$ cat config.mk
export PLATFORM = sky130hd
export DESIGN_NAME = irq_enable_priority_bank
export DESIGN_NICKNAME = d
export VERILOG_FILES = /design/src/core/irq_pkg.sv /design/src/core/prio_pick.sv /design/src/core/irq_enable_priority_bank.sv
export VERILOG_INCLUDE_DIRS = /design/src /design/src/core
export SDC_FILE = /design/constraint.sdc
export NUM_CORES = 1
export LEC_CHECK = 0
export BUFFER_PORTS_ARGS = -buffer_cell sky130_fd_sc_hd__buf_2
export CELL_PAD_IN_SITES_DETAIL_PLACEMENT = 1
export CELL_PAD_IN_SITES_GLOBAL_PLACEMENT = 1
export CORE_AREA = 2 2 106 108
export DETAILED_ROUTE_END_ITERATION = 6
export DIE_AREA = 0 0 108 110
export GPL_ROUTABILITY_DRIVEN = 0
export GPL_TIMING_DRIVEN = 0
export PLACE_DENSITY_LB_ADDON = 0.1
export SLEW_MARGIN = 20
export SYNTH_ARGS = -nofsm -noshare
export SYNTH_HDL_FRONTEND = slang
export SYNTH_SLANG_ARGS = --single-unit
$ cat constraint.sdc
create_clock -name clk_sys -period 2.8 [get_ports clk_sys]
set_input_delay 0.14 -clock clk_sys [delete_from_list [all_inputs] [get_ports clk_sys]]
set_output_delay 0.14 -clock clk_sys [all_outputs]
set_load 0.005 [all_outputs]
$ cat src/core/irq_defines.svh
`ifndef IRQ_DEFINES_SVH
`define IRQ_DEFINES_SVH
`define OFS_ENABLE_MAIN 8'hA8
`define OFS_PRIO_HIGH 8'hB7
`define OFS_PRIO_LOW 8'hB8
`define OFS_ENABLE_EXT 8'hE8
`define OFS_EVT_STATUS 8'hC0
`define OFS_EVT_MASK 8'hC1
`define OFS_ACTIVE 8'hC2
`define RST_REG 8'h00
`define BIT_GLOBAL 7
`define BIT_EXT0 0
`define BIT_T0 1
`define BIT_EXT1 2
`define BIT_T1 3
`define BIT_SER 4
`define BIT_BOD 5
`define BIT_ADC 6
`define BIT_CAP 7
`define EXT_CAP_BIT 2
`define NUM_SRC 8
`endif

$ cat src/core/irq_pkg.sv
package irq_pkg;
    typedef logic [1:0] level_t;
    typedef enum logic [1:0] {CMD_NONE, CMD_TAKE, CMD_DONE} cmd_t;
endpackage

$ cat src/core/prio_pick.sv
`timescale 1ns/1ps
`include "irq_defines.svh"
module prio_pick
    import irq_pkg::*;
#(
    parameter int N = 8
)
(
    input wire logic [N-1:0] req,
    input wire logic [N-1:0] prio_lo,
    input wire logic [N-1:0] prio_hi,
    output logic found,
    output logic [2:0] idx,
    output level_t level
);
    // ranking over the eight main-bank sources, best first
    localparam logic [2:0] RANK [0:7] = '{3'h0, 3'h5, 3'h1, 3'h6, 3'h2, 3'h3, 3'h4, 3'h7};

    always_comb
    begin
        found = 1'b0;
        idx = 3'h0;
        level = 2'h0;
        for (int l = 3; l >= 0; l--)
        begin
            for (int r = 0; r < 8; r++)
            begin
                if (!found && req[RANK[r]]
                    && {prio_hi[RANK[r]], prio_lo[RANK[r]]} == 2'(l))
                begin
                    found = 1'b1;
                    idx = RANK[r];
                    level = 2'(l);
                end
            end
        end
    end
endmodule

$ cat src/core/irq_enable_priority_bank.sv
`timescale 1ns/1ps
`include "irq_defines.svh"
module irq_enable_priority_bank
    import irq_pkg::*;
(
    input wire logic clk_sys,
    input wire logic rst_n,
    input wire logic [7:0] reg_addr,
    input wire logic [7:0] reg_wdata,
    input wire logic reg_wr,
    input wire logic reg_rd,
    output logic [7:0] reg_rdata,
    input wire logic ext0_pin,
    input wire logic ext1_pin,
    input wire logic timer0_overflow,
    input wire logic timer1_overflow,
    input wire logic serial_tx_done,
    input wire logic serial_rx_done,
    input wire logic brownout_flag,
    input wire logic converter_flag,
    input wire logic capture_flag,
    input wire logic irq_take,
    input wire logic irq_done,
    output logic irq_req,
    output logic [2:0] irq_src,
    output level_t irq_level,
    output logic irq_out
);
    logic [7:0] irq_enable_main_q;
    logic [7:0] irq_enable_extended_q;
    logic [7:0] irq_prio_high_main_q;
    logic [7:0] irq_prio_low_main_q;
    logic [7:0] evt_status_q;
    logic [7:0] evt_mask_q;
    logic [3:0] active_q;
    logic ext0_s1_q;
    logic ext0_s2_q;
    logic ext1_s1_q;
    logic ext1_s2_q;
    logic [7:0] raw;
    logic [7:0] gated;
    logic found;
    logic [2:0] pick_idx;
    level_t pick_lvl;
    logic [1:0] cur_lvl;
    logic any_active;
    logic preempt_ok;

    // pins are asynchronous; two stages before use
    always_ff @(posedge clk_sys)
    begin
        if (!rst_n)
        begin
            ext0_s1_q <= 1'b0;
            ext0_s2_q <= 1'b0;
            ext1_s1_q <= 1'b0;
            ext1_s2_q <= 1'b0;
        end
        else
        begin
            ext0_s1_q <= ext0_pin;
            ext0_s2_q <= ext0_s1_q;
            ext1_s1_q <= ext1_pin;
            ext1_s2_q <= ext1_s1_q;
        end
    end

    always_comb
    begin
        raw = 8'h00;
        raw[`BIT_EXT0] = ext0_s2_q;
        raw[`BIT_T0] = timer0_overflow;
        raw[`BIT_EXT1] = ext1_s2_q;
        raw[`BIT_T1] = timer1_overflow;
        raw[`BIT_SER] = serial_tx_done | serial_rx_done;
        raw[`BIT_BOD] = brownout_flag;
        raw[`BIT_ADC] = converter_flag;
        raw[`BIT_CAP] = capture_flag;
    end

    generate
        for (genvar i = 0; i < `NUM_SRC; i++)
        begin : g_gate
            logic own_gate;
            // capture takes its gate from the extended register
            if (i == `BIT_CAP)
            begin : g_cap
                assign own_gate = irq_enable_extended_q[`EXT_CAP_BIT];
            end
            else
            begin : g_main
                assign own_gate = irq_enable_main_q[i];
            end
            assign gated[i] = irq_enable_main_q[`BIT_GLOBAL] & own_gate & raw[i];
        end
    endgenerate

    prio_pick #(.N(8)) u_pick (
        .req(gated),
        .prio_lo(irq_prio_low_main_q),
        .prio_hi(irq_prio_high_main_q),
        .found(found),
        .idx(pick_idx),
        .level(pick_lvl)
    );

    // active_q holds one in-service bit per level
    always_comb
    begin
        cur_lvl = 2'h0;
        any_active = |active_q;
        for (int l = 0; l < 4; l++)
        begin
            if (active_q[l])
            begin
                cur_lvl = 2'(l);
            end
        end
    end

    assign preempt_ok = !any_active || (pick_lvl > cur_lvl);
    assign irq_req = found && preempt_ok;
    assign irq_src = pick_idx;
    assign irq_level = pick_lvl;

    // done clears the top in-service level before take marks the offered one
    always_ff @(posedge clk_sys)
    begin
        if (!rst_n)
        begin
            active_q <= 4'h0;
        end
        else
        begin
            if (irq_done && any_active)
            begin
                active_q[cur_lvl] <= 1'b0;
            end
            if (irq_take && irq_req)
            begin
                active_q[pick_lvl] <= 1'b1;
            end
        end
    end

    always_ff @(posedge clk_sys)
    begin
        if (!rst_n)
        begin
            irq_enable_main_q <= `RST_REG;
        end
        else if (reg_wr && reg_addr == `OFS_ENABLE_MAIN)
        begin
            irq_enable_main_q <= reg_wdata;
        end
    end

    // bit 3 is reserved and always reads zero
    always_ff @(posedge clk_sys)
    begin
        if (!rst_n)
        begin
            irq_enable_extended_q <= `RST_REG;
        end
        else if (reg_wr && reg_addr == `OFS_ENABLE_EXT)
        begin
            irq_enable_extended_q <= reg_wdata & 8'hF7;
        end
    end

    always_ff @(posedge clk_sys)
    begin
        if (!rst_n)
        begin
            irq_prio_high_main_q <= `RST_REG;
        end
        else if (reg_wr && reg_addr == `OFS_PRIO_HIGH)
        begin
            irq_prio_high_main_q <= reg_wdata;
        end
    end

    always_ff @(posedge clk_sys)
    begin
        if (!rst_n)
        begin
            irq_prio_low_main_q <= `RST_REG;
        end
        else if (reg_wr && reg_addr == `OFS_PRIO_LOW)
        begin
            irq_prio_low_main_q <= reg_wdata;
        end
    end

    always_ff @(posedge clk_sys)
    begin
        if (!rst_n)
        begin
            evt_mask_q <= `RST_REG;
        end
        else if (reg_wr && reg_addr == `OFS_EVT_MASK)
        begin
            evt_mask_q <= reg_wdata;
        end
    end

    // sticky per-source events of gated requests; set wins over write-one clear
    always_ff @(posedge clk_sys)
    begin
        if (!rst_n)
        begin
            evt_status_q <= `RST_REG;
        end
        else
        begin
            evt_status_q <= ((reg_wr && reg_addr == `OFS_EVT_STATUS)
                ? (evt_status_q & ~reg_wdata) : evt_status_q) | gated;
        end
    end

    assign irq_out = |(evt_status_q & evt_mask_q);

    // read data stand for the one cycle after the strobe, zero otherwise
    always_ff @(posedge clk_sys)
    begin
        if (!rst_n)
        begin
            reg_rdata <= 8'h00;
        end
        else if (reg_rd)
        begin
            if (reg_addr == `OFS_ENABLE_MAIN)
            begin
                reg_rdata <= irq_enable_main_q;
            end
            else if (reg_addr == `OFS_ENABLE_EXT)
            begin
                reg_rdata <= irq_enable_extended_q;
            end
            else if (reg_addr == `OFS_PRIO_HIGH)
            begin
                reg_rdata <= irq_prio_high_main_q;
            end
            else if (reg_addr == `OFS_PRIO_LOW)
            begin
                reg_rdata <= irq_prio_low_main_q;
            end
            else if (reg_addr == `OFS_EVT_STATUS)
            begin
                reg_rdata <= evt_status_q;
            end
            else if (reg_addr == `OFS_EVT_MASK)
            begin
                reg_rdata <= evt_mask_q;
            end
            else if (reg_addr == `OFS_ACTIVE)
            begin
                reg_rdata <= {4'h0, active_q};
            end
            else
            begin
                reg_rdata <= 8'h00;
            end
        end
        else
        begin
            reg_rdata <= 8'h00;
        end
    end

    chk_global_gate_blocks: assert property (@(posedge clk_sys) disable iff (!rst_n)
        !irq_enable_main_q[`BIT_GLOBAL] |-> !irq_req)
        else $error("request while global gate clear");

    chk_source_needs_gate: assert property (@(posedge clk_sys) disable iff (!rst_n)
        irq_req && irq_src != 3'h7 |-> irq_enable_main_q[irq_src])
        else $error("request from ungated source");

    chk_capture_gate: assert property (@(posedge clk_sys) disable iff (!rst_n)
        gated[`BIT_CAP] |-> irq_enable_extended_q[`EXT_CAP_BIT] && capture_flag)
        else $error("capture passed while gated off");

    chk_serial_gate: assert property (@(posedge clk_sys) disable iff (!rst_n)
        !irq_enable_main_q[`BIT_SER] |-> !gated[`BIT_SER])
        else $error("serial passed while gated off");

    chk_serial_pass: assert property (@(posedge clk_sys) disable iff (!rst_n)
        irq_enable_main_q[`BIT_GLOBAL] && irq_enable_main_q[`BIT_SER]
            && (serial_tx_done || serial_rx_done) |-> gated[`BIT_SER])
        else $error("serial request not passed");

    chk_timer1_gate: assert property (@(posedge clk_sys) disable iff (!rst_n)
        gated[`BIT_T1] |-> irq_enable_main_q[`BIT_T1] && timer1_overflow)
        else $error("timer 1 gate wrong");

    chk_ext1_gate: assert property (@(posedge clk_sys) disable iff (!rst_n)
        gated[`BIT_EXT1] |-> irq_enable_main_q[`BIT_EXT1] && $past(ext1_pin, 2))
        else $error("ext 1 gate wrong");

    chk_timer0_gate: assert property (@(posedge clk_sys) disable iff (!rst_n)
        gated[`BIT_T0] |-> irq_enable_main_q[`BIT_T0])
        else $error("timer 0 gate wrong");

    chk_ext0_gate: assert property (@(posedge clk_sys) disable iff (!rst_n)
        gated[`BIT_EXT0] |-> irq_enable_main_q[`BIT_EXT0])
        else $error("ext 0 gate wrong");

    chk_level_encoding: assert property (@(posedge clk_sys) disable iff (!rst_n)
        irq_req |-> irq_level == {irq_prio_high_main_q[irq_src],
            irq_prio_low_main_q[irq_src]})
        else $error("level not hi,lo of source");

    chk_preempt_higher: assert property (@(posedge clk_sys) disable iff (!rst_n)
        irq_req && any_active |-> irq_level > cur_lvl)
        else $error("preempt by equal or lower level");

    chk_take_sets_active: assert property (@(posedge clk_sys) disable iff (!rst_n)
        irq_take && irq_req |=> active_q[$past(pick_lvl)])
        else $error("taken level not marked in service");

    chk_done_clears_top: assert property (@(posedge clk_sys) disable iff (!rst_n)
        irq_done && any_active && !irq_take |=> !active_q[$past(cur_lvl)])
        else $error("done left top level in service");

    chk_ext0_wins_tie: assert property (@(posedge clk_sys) disable iff (!rst_n)
        found && gated[`BIT_EXT0] && {irq_prio_high_main_q[0], irq_prio_low_main_q[0]} == 2'h3
        |-> pick_idx == 3'h0)
        else $error("ext 0 lost top-level tie");

    chk_reset_clear: assert property (@(posedge clk_sys)
        !rst_n |=> irq_enable_main_q == 8'h00 && irq_prio_high_main_q == 8'h00)
        else $error("registers not cleared by reset");

    chk_ext_reserved: assert property (@(posedge clk_sys) disable iff (!rst_n)
        !irq_enable_extended_q[3])
        else $error("reserved extended enable bit set");

    chk_rdata_idle: assert property (@(posedge clk_sys) disable iff (!rst_n)
        !reg_rd |=> reg_rdata == 8'h00)
        else $error("read data outside read cycle");

    chk_status_sticky: assert property (@(posedge clk_sys) disable iff (!rst_n)
        !(reg_wr && reg_addr == `OFS_EVT_STATUS)
            |=> (evt_status_q & $past(evt_status_q)) == $past(evt_status_q))
        else $error("event status bit lost without clear");
endmodule

# Word level (Yosys, flattened, before mapping)
# Index checks and enable logic that the tools add are counted.
# op_classes
reduce_logical,118
bitwise_logic,24
n_div,0
n_mux,113
n_shift,0
mul,0
addsub,0
order_cmp,5
n_eq_ne,31
# ops
cell,count
3-bit 2-to-1 mux,31
1-bit logical AND,74
2-bit 2-to-1 mux,34
"8-bit == test, second input constant",7
8-bit 2-to-1 mux,7
1-bit 2-to-1 mux,35
"2-bit == test, second input constant",16
1-bit logical NOT,32
1-bit AND,16
8-bit AND,2
"2-bit by 1-bit == test with 1-bit output, second input constant",8
2-bit logical NOT,8
4-bit 2-to-1 mux,4
8-bit inverter,1
8-bit OR,1
8-bit OR reduction,1
"2-bit by 3-bit < comparator with 1-bit output, second input constant",2
4-bit AND,1
1-bit demux with 2-bit select,2
"2-bit by 1-bit >= comparator with 1-bit output, second input constant",2
4-bit inverter,1
4-bit OR,1
4-bit OR reduction,1
2-bit > comparator,1
other kinds (3),3
# word_totals
latchBits,0
ramBits,0
ff_bits,63
input_bits,31
wordCells,303
mem_count,0
mem_bits_ro,0
out_inout_bits,15

# Depth between registers and ports, before layout
# Gate-level depths: netlist (run 1).
# logic_depth
depth_word,134
depth_mapped,15
ltp_nobuf,13

# Modules after synthesis
# Synthesis (run 1) repeated with hierarchy kept, for this count alone.
# hier_totals
cells_unflattened,439
area_unflattened_um2,3749.8
# by_module_without_submodules
module,cells_each,area_per_inst_um2,seq_area_each_um2,instances
irq_enable_priority_bank,329,2996.6,1261.2,1
prio_pick,110,753.2,0.0,1

# Worst setup path after synthesis (run 1)
# No wires, ideal clock.
# synth_timing
path_kind,reg2reg
start,register irq_enable_main_q[7]
end,register active_q[0]
arrival_ns,2.852
required_time_ns,2.730
setup_time_ns,0.070
slack_ns,-0.122
stages_incl_launch_ff,14
period_less_slack_ns,2.922
n_path_buf,1
cell_sequence,dfxtp_1 -> and3_4 -> and3_4 -> or3b_1 -> buf_6 -> or4_4 -> o21a_1 -> ha_1 -> nand2_1 -> o21ai_0 -> o41ai_1 -> and2_1 -> o311ai_0 -> a21boi_1
# synth_between
elab_chain_cells,134
word_cells_on_any_way,185
classes_between,3 x order compare; 67 x mux; 17 x bitwise; 98 x reduce/logical
# synth_rtl
item,line_no,rtl
"start, declared",irq_enable_priority_bank.sv:29,logic [7:0] irq_enable_main_q;
"start signal, assigned",irq_enable_priority_bank.sv:150,irq_enable_main_q <= `RST_REG;
"start signal, assigned",irq_enable_priority_bank.sv:154,irq_enable_main_q <= reg_wdata;
1-bit AND (2 in series),irq_enable_priority_bank.sv:94,assign gated[i] = irq_enable_main_q[`BIT_GLOBAL] & own_gate & raw[i];
1-bit logical AND,prio_pick.sv:29,"&& {prio_hi[RANK[r]], prio_lo[RANK[r]]} == 2'(l))"
1-bit 2-to-1 mux,prio_pick.sv:28,if (!found && req[RANK[r]]
1-bit logical NOT,prio_pick.sv:28,
1-bit logical AND,prio_pick.sv:28,
1-bit logical AND,prio_pick.sv:29,
1-bit 2-to-1 mux,prio_pick.sv:28,
1-bit logical NOT,prio_pick.sv:28,
[... 117 more ...],n/a,
1-bit logical AND,prio_pick.sv:29,
2-bit 2-to-1 mux,prio_pick.sv:28,
2-bit by 3-bit < comparator with 1-bit output (implied by the code) or 2-bit by 1-bit >= comparator with 1-bit output (tied branches),irq_enable_priority_bank.sv:141,active_q[pick_lvl] <= 1'b1;
1-bit logical AND (implied by the code),irq_enable_priority_bank.sv:141,
1-bit 2-to-1 mux (implied by the code),irq_enable_priority_bank.sv:141,
1-bit demux with 2-bit select,irq_enable_priority_bank.sv:141,
4-bit OR (no source line),n/a,
4-bit 2-to-1 mux *,irq_enable_priority_bank.sv:139,if (irq_take && irq_req)
"end signal, assigned",irq_enable_priority_bank.sv:131,active_q <= 4'h0;
"end signal, assigned by index",irq_enable_priority_bank.sv:137,active_q[cur_lvl] <= 1'b0;
"end signal, assigned by index",irq_enable_priority_bank.sv:141,
"end, declared",irq_enable_priority_bank.sv:35,logic [3:0] active_q;
# Every way passes the cells marked *; elsewhere a longest branch is shown, timed or not.
# A chain may end at the register's enable or synchronous reset.

# Worst setup path after layout (run 1)
# layout_timing
start,register irq_enable_main_q[5]
end,output irq_req
# layout_between
elab_chain_cells,128
word_cells_on_any_way,159
classes_between,1 x order compare; 62 x mux; 2 x bitwise; 94 x reduce/logical
# layout_rtl
item,line_no,rtl
1-bit AND * (2 in series),irq_enable_priority_bank.sv:94,
1-bit logical AND,prio_pick.sv:28,
1-bit logical AND,prio_pick.sv:29,
1-bit 2-to-1 mux,prio_pick.sv:28,
1-bit logical NOT,prio_pick.sv:28,
1-bit logical AND,prio_pick.sv:28,
1-bit logical AND,prio_pick.sv:29,
1-bit 2-to-1 mux,prio_pick.sv:28,
[... 111 more ...],n/a,
1-bit 2-to-1 mux,prio_pick.sv:28,
1-bit logical NOT,prio_pick.sv:28,
1-bit logical AND,prio_pick.sv:28,
1-bit logical AND,prio_pick.sv:29,
2-bit 2-to-1 mux,prio_pick.sv:28,
2-bit > comparator,irq_enable_priority_bank.sv:121,assign preempt_ok = !any_active || (pick_lvl > cur_lvl);
1-bit logical OR,irq_enable_priority_bank.sv:121,
1-bit logical AND *,irq_enable_priority_bank.sv:122,assign irq_req = found && preempt_ok;
"end, declared",irq_enable_priority_bank.sv:24,"output logic irq_req,"
# Marked as above.

==> results.txt, run 1 <==
- Biggest fanout along the worst timing path: 5
- At the end of the flow, the number of nets in the layout was roughly 540.
* Synth async-reset ratio: 0%
- Post-Synthesis Mean Instance Area: around 8.6 sq um
- Worst setup path category: reg -> out
- The tightest min-delay check is of the in -> reg type.
- Area of the core region: approximately 0.011 sq mm
- Distinct cell type count after synthesis: 70
* Layout overhead on the synthesized area: 25.6%
- Post-synthesis net count: ~460
- Dominant delay contributor by cell family on the critical path: simple AND/OR/NAND/NOR gates
* Antenna violations before repair: 0
* Sort of element at the start of the critical path: flop
- The multi-input combinational cells in the finished layout cover a total of 0.00241 sq mm.
- H-tree depth reported by CTS: 3
- Number of synthesized register bits: 63
- Initial DRC count: ~210
* Ratio of final minimum period to clock period: 110%
- Number of max-cap violations: 0
- Vias per inst: 5.67
- Violated checks: setup timing
- Post-Route Setup TNS: -679 ps
- For this run, the share of the core covered by cells in the final layout is 43.3%.
- For this design the ratio of total power to cell area is 391 mW/mm^2.
* CP Capture Type: output pin
* Wire length on met2: 6670 microns
- The first global-routing pass estimated ~21000 microns of wire.
* Detail Route Antenna Nets: 0
* Ranking of synthesized cells by instance count: 63 x sky130_fd_sc_hd__dfxtp_1, 51 x sky130_fd_sc_hd__nand2_1, 32 x sky130_fd_sc_hd__nor2b_1, 29 x sky130_fd_sc_hd__nand3_1, 23 x sky130_fd_sc_hd__mux2i_1
- Buffers inserted during clock tree synthesis total 9.
- The pre-antenna-repair detailed-routing pass consisted of 4 iterations.
- Number of port buffers: 43
- Headroom to the max-slew limit: about two fifths
- Area used by sequential logic in the layout: between 0.001 and 0.0015 sq mm
* Post-synthesis instance area: between 0.003 and 0.004 sq mm
* Standard-cell rows: 38
* Largest stage delay on the critical path: around 450 ps
- For this run, the total global-route usage over all layers was measured as 24.2%.
- Filler cell count in the final layout: about 1300
* Largest cells by area after synthesis: sky130_fd_sc_hd__dfxtp_1 34%, sky130_fd_sc_hd__mux2i_1 6.2%, sky130_fd_sc_hd__nor2b_1 5.4%, sky130_fd_sc_hd__nand2_1 5.2%, sky130_fd_sc_hd__a21boi_0 4.1%
- The post-route netlist has just under 30% of its cells at a drive strength greater than 1.
- The smallest clock period supported by the final layout is computed as slightly above 3000 ps.
* Slowest-stage cell, CP: sky130_fd_sc_hd__or4_4
- The routed layout has between 3000 and 4000 vias.
- IR analysis of the VDD net gives a maximum drop of between 200 and 250 uV.
* Ys Warns: 0
* Arrival time of data at the critical path endpoint: 2930 ps
- Synthesis produced a netlist whose cell count is 430.
- In the final routed layout, each cell accounts on average for 21.4 microns.
- Total DRC errors in the routed layout: 0
- Half-perimeter wire length after detailed placement: 10500 microns
* Pins over their slew limit: 0
- Achievable Freq: ~330 MHz
- Starting Density: ~34%
- The final-report hold violation count came to 0.
- The clock arrives with ~14 ps of skew.
* Largest net degree at the start of global routing: 11
* Total inserted antenna cells: 0
- Routed met1 length: between 6000 and 7000 microns
- Wire segments on met3 add up to between 700 and 800 microns in the final route.
- Area share of the leading cell type in the synthesized netlist: between 30% and 40%
* Crit path required time: 2660 ps
* Cell chosen for the clock root: sky130_fd_sc_hd__clkbuf_8
* Number of global-route vias before repair: between 3000 and 4000
- The flow ran to the end, but the final reports show violations.
- DRT Wirelength: ~14000 microns
* Horizontal die dimension: approximately 110 microns
- Main synth FF type: sky130_fd_sc_hd__dfxtp_1
- Height of the die: 110 microns
- Num Clock Sinks: 63
- For the pin with the worst max-slew slack, the measured transition is between 900 and 1000 ps.
- Worst-Skew Late Latency: 350 ps
* Library cell occupying the most area in the post-synthesis netlist: sky130_fd_sc_hd__dfxtp_1
* Leftover overflow at the end of global routing: 0
- I/O pins: 46
- The highest layer touched by signal routing is met4.
- Unrepaired setup endpoints after global routing: true
- Post-route worst setup slack: -272 ps
- Across all register-to-register paths, the minimum setup slack is -30 ps.
- Setup violations, final: 7
* Most repeated cell in the gate-level netlist after synthesis: sky130_fd_sc_hd__dfxtp_1
* Post-placement setup slack: -624 ps
- TritonCTS built the clock tree.
- Clock-pin slew was measured on the worst setup and hold paths at around 70 ps.
* Seq/Total Area, Yosys: 34.2%
- Number of enable-type register cells in the synthesized netlist: 0
- Buffers & Inverters on Critical Path: 2
- Cell breakdown of the critical path: nand4_1, buf_4, o2bb2ai_4, or3b_4, or4_4, o21a_1, ha_1, nand2_1, o21ai_2, o41ai_2, a21boi_2, buf_2
* Clock buffer depth: 2
* Static leakage: 1.78 nW
* Die Footprint: 0.0119 sq mm
sequential cells by signal (all words and copies together), names as in the netlist:
| register | count |
|---|---|
| active_q | 4 |
| evt_mask_q | 8 |
| evt_status_q | 8 |
| ext0_s1_q | 1 |
| ext0_s2_q | 1 |
| ext1_s1_q | 1 |
| ext1_s2_q | 1 |
| irq_enable_extended_q | 7 |
| irq_enable_main_q | 8 |
| irq_prio_high_main_q | 8 |
| irq_prio_low_main_q | 8 |
| reg_rdata | 8 |
through the flow:
step	hold slack (ps)	power, mW	instance area [sq um]	instances
2_1_floorplan	267	0.962	3690	430
3_3_place_gp	347	1.02	4080	613
3_5_place_dp	352	1.02	4090	613
4_1_cts	107	1.83	4470	641
5_1_grt	135	1.87	4630	653
6_report	115	1.81	4630	653
layout make-up:
type | instances | share of cell area (%)
multi-input combinational | 333 | 51.9
buffer | 18 | 2.29
timing repair buffer | 69 | 9.13
clock buffer | 11 | 3.27
clock inverter | 4 | 0.972
inverter | 15 | 1.21
sequential | 63 | 27.4
tap | 140 | 3.78
report_power, final:
group	internal (mW)	switching, mW
clock network	0.450	0.357
registers	0.897	0.00223
logic	0.0387	0.0669
total	1.39	0.426
logic make-up after synthesis:
kind of cell / count (synthesis) / synth area share, %
AO/OA/AOI/OAI: 102 / 20.6
buffers and inverters: 34 / 4.58
AND/OR/NAND/NOR: 195 / 30.4
adder cells (fa/ha/maj): 2 / 0.678
multiplexers: 34 / 9.60
flip-flops: 63 / 34.2
layer usage:
layer | global-route usage [%] | up-vias
met5 | 0 | -
met4 | 4.95 | 0
met3 | 5.17 | 16
met2 | 40.5 | 87
met1 | 32.3 | 1846
li1 | - | 1755
placed cells by master, fill, tap and decap left out, drive strengths merged, types with 3 or more instances in the layout:
cell type	n
nor3	10
nand3	29
a32oi	5
nor2b	32
o31ai	4
mux2	11
buf	72
and2	7
nor4	9
and4b	3
a222oi	3
o21ai	13
a2bb2oi	3
and4	3
dfxtp	63
clkinv	3
nand4b	3
and3	7
a21oi	15
nand2b	3
nor2	20
mux2i	23
nand4	8
a22oi	6
a221o	4
a21boi	21
clkbuf	24
inv	15
a31oi	6
nand2	51
what timing repair did:
item                       in CTS  in global routing
setup endpoints to repair       8                  8
buffers inserted               11                 13
hold endpoints to repair        2                  0
hold buffers                    2                  0
gates resized for setup        25                 15
pin swaps                       7                 13
final timing paths:
check                                           from            to  cells past startpoint
worst max-delay path            irq_enable_main_q[5]       irq_req                     12
worst min-delay path                          reg_rd  reg_rdata[3]                      3
worst max register to register  irq_enable_main_q[7]   active_q[1]                     14
worst min register to register             ext1_s1_q     ext1_s2_q                      1
worst min-delay path, stage by stage:
cell	delay, ps
sky130_fd_sc_hd__buf_2	100
sky130_fd_sc_hd__nand2_1	120
sky130_fd_sc_hd__a31oi_1	50
Note: power is estimated with default switching activity, not from simulation.
==> run 2: changes to the inputs <==
--- a/config.mk
+++ b/config.mk
@@ -6,12 +6,13 @@
 export SDC_FILE = /design/constraint.sdc
 export NUM_CORES = 1
 export LEC_CHECK = 0
+export ABC_AREA = 1
 export BUFFER_PORTS_ARGS = -buffer_cell sky130_fd_sc_hd__buf_2
 export CELL_PAD_IN_SITES_DETAIL_PLACEMENT = 1
 export CELL_PAD_IN_SITES_GLOBAL_PLACEMENT = 1
-export CORE_AREA = 2 2 106 108
+export CORE_AREA = 2 2 103 105
 export DETAILED_ROUTE_END_ITERATION = 6
-export DIE_AREA = 0 0 108 110
+export DIE_AREA = 0 0 105 107
 export GPL_ROUTABILITY_DRIVEN = 0
 export GPL_TIMING_DRIVEN = 0
 export PLACE_DENSITY_LB_ADDON = 0.1
==> run 2 against run 1 <==
  * The run still ends with setup timing left
  * Clock skew is 4.2 ps lower
  * Cell count is 11% higher
  * Clock power is 13% higher
  * Die area is 5.4% lower
  * Combinational power is 9.7% lower
  * Sequential cell count stayed put
  * Sequential power hardly changed
  * Hold slack better by 6.5 ps
  * Critical path depth is 8 higher
  * Synthesized cell count is 17% higher
  * Area after synthesis is 6.8% lower
  * Via count is 3.2% higher
==> results.txt, run 2 <==
- The via count of the first global-routing pass is 3849 (was 3720).
- The most repeated cell in the gate-level netlist after synthesis is sky130_fd_sc_hd__nand2_1 (was sky130_fd_sc_hd__dfxtp_1).
- Ranking of synthesized cells by instance count: 83 x sky130_fd_sc_hd__nand2_1, 76 x sky130_fd_sc_hd__inv_1, 63 x sky130_fd_sc_hd__dfxtp_1, 61 x sky130_fd_sc_hd__a21oi_1, 44 x sky130_fd_sc_hd__o21ai_0 (was 63 x sky130_fd_sc_hd__dfxtp_1, 51 x sky130_fd_sc_hd__nand2_1, 32 x sky130_fd_sc_hd__nor2b_1, 29 x sky130_fd_sc_hd__nand3_1, 23 x sky130_fd_sc_hd__mux2i_1).
- The number of pins with negative max-slew slack in the final report is 0 (unchanged).
* Number of enable-type register cells in the synthesized netlist: 0 (unchanged)
- The power density normalized to cell area came to 418 mW/mm^2 (was 391 mW/mm^2).
- Number of max-cap violations: 0 (unchanged)
- Headroom to the max-slew limit: 45.4% (was 38.0%)
* Sort of element at the start of the critical path: flop (unchanged)
- The power spent charging and discharging nets came to 0.452 mW (was 0.426 mW).
- The starting density of the core was 34.1% (was 34.5%).
- The number of design-rule violations left by the first detailed-router iteration is 197 (was 213).
- Achievable Freq: 296 MHz (was 325 MHz)
* Ratio of final minimum period to clock period: 121% (was 110%)
- The post-detailed-route via-to-cell ratio came to 5.28 (was 5.67).
- The synthesized flop and latch total came to 63 (unchanged).
* Largest cells by area after synthesis: sky130_fd_sc_hd__dfxtp_1 37%, sky130_fd_sc_hd__nand2_1 9.1%, sky130_fd_sc_hd__a21oi_1 8.9%, sky130_fd_sc_hd__inv_1 8.3%, sky130_fd_sc_hd__o21ai_0 6.4% (was sky130_fd_sc_hd__dfxtp_1 34%, sky130_fd_sc_hd__mux2i_1 6.2%, sky130_fd_sc_hd__nor2b_1 5.4%, sky130_fd_sc_hd__nand2_1 5.2%, sky130_fd_sc_hd__a21boi_0 4.1%)
- Die Footprint: 0.0112 sq mm (was 0.0119 sq mm)
- Clock buffer depth: 2 (unchanged)
- The switching power as a share of total power came to 23.7% (was 23.5%).
* Final Instance Count excl. Fillers: 724 (was 653)
- H-tree depth reported by CTS: 3 (unchanged)
- Post-Synthesis Mean Instance Area: 6.86 sq um (was 8.58 sq um)
* Horizontal die dimension: 105 microns (was 108 microns)
- Clock slew at reported path FFs: 80 ps (was 70 ps)
* Leading cell types in the layout, fill and taps excluded: 76 x sky130_fd_sc_hd__nand2_1, 74 x sky130_fd_sc_hd__inv_1, 62 x sky130_fd_sc_hd__dfxtp_1 (was 59 x sky130_fd_sc_hd__dfxtp_1, 51 x sky130_fd_sc_hd__nand2_1, 45 x sky130_fd_sc_hd__buf_2)
- The sequential share of power is 47.3% (was 49.6%).
* Library cell occupying the most area in the post-synthesis netlist: sky130_fd_sc_hd__dfxtp_1 (unchanged)
- The cell count after synthesis is 501 (was 430).
- The global-route congestion overflow total was 0 (unchanged).
* Post-synthesis net count: 534 (was 463)
* Largest net degree at the start of global routing: 12 (was 11)
* Worst-Skew Late Latency: 340 ps (was 350 ps)
- Result of the run: finished with violations (unchanged)
- Detail Route Antenna Nets: 0 (unchanged)
- Main synth FF type: sky130_fd_sc_hd__dfxtp_1 (unchanged)
* Total inserted antenna cells: 0 (unchanged)
* TritonCTS clock tree: done (unchanged)
- Distinct cell type count after synthesis: 34 (was 70)
- The remaining design rule violation count came to 0 (unchanged).
- The total leakage power was 1.76 nW (was 1.78 nW).
* Antenna violations before repair: 0 (unchanged)
- The proportion of synthesized chip area in sequential cells was 36.7% (was 34.2%).
- Class of the most critical hold timing path: in -> reg (unchanged)
- Unrepaired setup endpoints after global routing: true (unchanged).
- Cell chosen for the clock root: sky130_fd_sc_hd__clkbuf_8 (unchanged)
* Aggregate global-route resource usage: 24.3% (was 24.2%)
* Biggest fanout along the worst timing path: 6 (was 5)
- The final-report hold violation count was 0 (unchanged).
- Comb pwr share: 5.0% (was 5.8%)
- The CTS buffer count was 9 (unchanged).
- Worst vdd rail ir drop: 263 uV (was 229 uV)
* Number of port buffers: 44 (was 43)
- The area added between synthesis and finish came to 32.7% (was 25.6%).
- Cell internal pwr: 1.45 mW (was 1.39 mW)
- CP Capture Type: output pin (unchanged)
- The final net count came to 616 (was 542).
- Post-route worst setup slack: -583 ps (was -272 ps)
* Most frequent standard cell in the layout excluding fill and tap cells: sky130_fd_sc_hd__nand2_1 (was sky130_fd_sc_hd__dfxtp_1)
* Area of the core region: 0.0101 sq mm (was 0.0107 sq mm)
- The detailed-route via count was 3824 (was 3704).
* Global-route wire length before repair: 20900 microns (was 21400 microns)
- Height of the die: 107 microns (was 110 microns)
* Half-perimeter wire length after detailed placement: 9900 microns (was 10500 microns)
- The minimum clock period after layout is 3380 ps (was 3070 ps).
- The total wire length after detailed routing is 13200 microns (was 14000 microns).
- The worst clock skew came to 9.70 ps (was 13.9 ps).
- The worst path arrival time was 3240 ps (was 2930 ps).
- Violated checks: setup timing (unchanged)
- The share of the synthesized area in the top cell type was 36.7% (was 34.2%).
- Worst setup path category: reg -> out (unchanged)
- Setup violations, final: 8 (was 7)
- Post-route core utilization: 45.2% (was 43.3%)
- Standard-cell rows: 37 (was 38)
- The final routed wire length divided by cell count was 18.3 microns (was 21.4 microns).
* Number of placed instances with taps included: 681 (was 613)
* Crit path required time: 2660 ps (about the same)
- The number of detailed-routing iterations run before antenna repair came to 4 (unchanged).
* Proportion of layout cells with a drive suffix above 1: 24.3% (was 29.0%)
* Synth async-reset ratio: 0% (unchanged)
* Num Clock Sinks: 63 (unchanged)
* I/O pins: 46 (unchanged)
- Post-synthesis instance area: 0.00344 sq mm (was 0.00369 sq mm)
- The fraction of power consumed by the clock network is 47.7% (was 44.5%).
* Ys Warns: 0 (unchanged)
- The slew at the pin closest to its max-slew limit is 816 ps (was 922 ps).
==> run 2: worst paths after layout <==
| check | start | endpoint | slack (ps) | cells past startpoint |
|---|---|---|---|---|
| max | irq_enable_main_q[7] | irq_req | -580 | 20 |
| min reg2reg | ext0_s1_q | ext0_s2_q | 420 | 2 |
| min | irq_done | active_q[3] | 120 | 4 |
| max reg2reg | irq_enable_main_q[7] | active_q[1] | -330 | 23 |
==> run 2: logic make-up after synthesis <==
| kind of cell | Yosys count | share of synthesized area (%) |
|---|---|---|
| and+or+nand+nor | 214 | 31.3 |
| buffers and inverters | 93 | 10.4 |
| AOI/OAI and AO/OA | 129 | 20.9 |
| adders and majority gates | 2 | 0.728 |
| DFF | 63 | 36.7 |
==> run 2: final cells by class <==
cell class / instances / area [sq um]
Clock inverter: 5 / 81.3
Sequential cell: 63 / 1260
Inverter: 79 / 304
Fill cell: 1346 / 5530
Multi-Input combinational cell: 345 / 2100
Clock buffer: 11 / 141
Buffer: 14 / 62.6
Tap cell: 136 / 170
Timing Repair Buffer: 71 / 442
==> run 2: critical path: stages (launching register included) <==
cell and delay, ps:
sky130_fd_sc_hd__dfxtp_4 400, sky130_fd_sc_hd__nand3_4 120, sky130_fd_sc_hd__buf_4 180, sky130_fd_sc_hd__inv_1 70
sky130_fd_sc_hd__nand3_1 120, sky130_fd_sc_hd__nand4_4 140, sky130_fd_sc_hd__nor2_4 130, sky130_fd_sc_hd__nand4_4 110
sky130_fd_sc_hd__nor2_4 140, sky130_fd_sc_hd__nand4_4 110, sky130_fd_sc_hd__nor2_4 160, sky130_fd_sc_hd__nand4_4 110
sky130_fd_sc_hd__nor2_4 130, sky130_fd_sc_hd__buf_6 120, sky130_fd_sc_hd__nand4_4 90, sky130_fd_sc_hd__nor2_4 140
sky130_fd_sc_hd__nand4_4 110, sky130_fd_sc_hd__nor2_4 170, sky130_fd_sc_hd__nand3_4 80, sky130_fd_sc_hd__and2_4 160
sky130_fd_sc_hd__buf_6 100
==> run 2: metal layers <==
layer | wire length [microns] | track usage [%] | vias to the layer above
li1 | - | - | 1865
met1 | 5990 | 31.2 | 1866
met2 | 6520 | 42.8 | 74
met3 | 486 | 3.22 | 19
met4 | 246 | 6.29 | 0
met5 | 0 | 0 | -
==> run 2: repair_timing <==
item	in CTS	in global routing
resized for setup	43	16
pin swaps	21	18
buffers inserted	18	7
hold endpoints to repair	2	0
endpoints found under the setup margin	9	9
hold buffers	2	0
==> run 2: power by group through the flow <==
| stage | sequential (mW) | clock (mW) | combinational, mW |
|---|---|---|---|
| CTS | 0.900 | 0.914 | 0.0956 |
| global route | 0.900 | 0.962 | 0.106 |
| global placement | 0.921 | 0 | 0.0892 |
| floorplan | 0.920 | 0 | 0.0361 |
| detailed placement | 0.921 | 0 | 0.0914 |
| finish | 0.900 | 0.909 | 0.0957 |
==> run 2: through the flow <==
stage                     setup slack (ps)  cell area [sq um]  power [mW]  hold slack [ps]  TNS [ps]
after floorplan                      -81.6               3460       0.957              238      -350
after global placement                -697               3850        1.01              323     -4390
after detailed placement              -767               3850        1.01              329     -5140
after CTS                             -704               4450        1.91              100     -4450
after global routing                  -775               4560        1.97              139     -5160
final                                 -583               4560        1.90              122     -3530
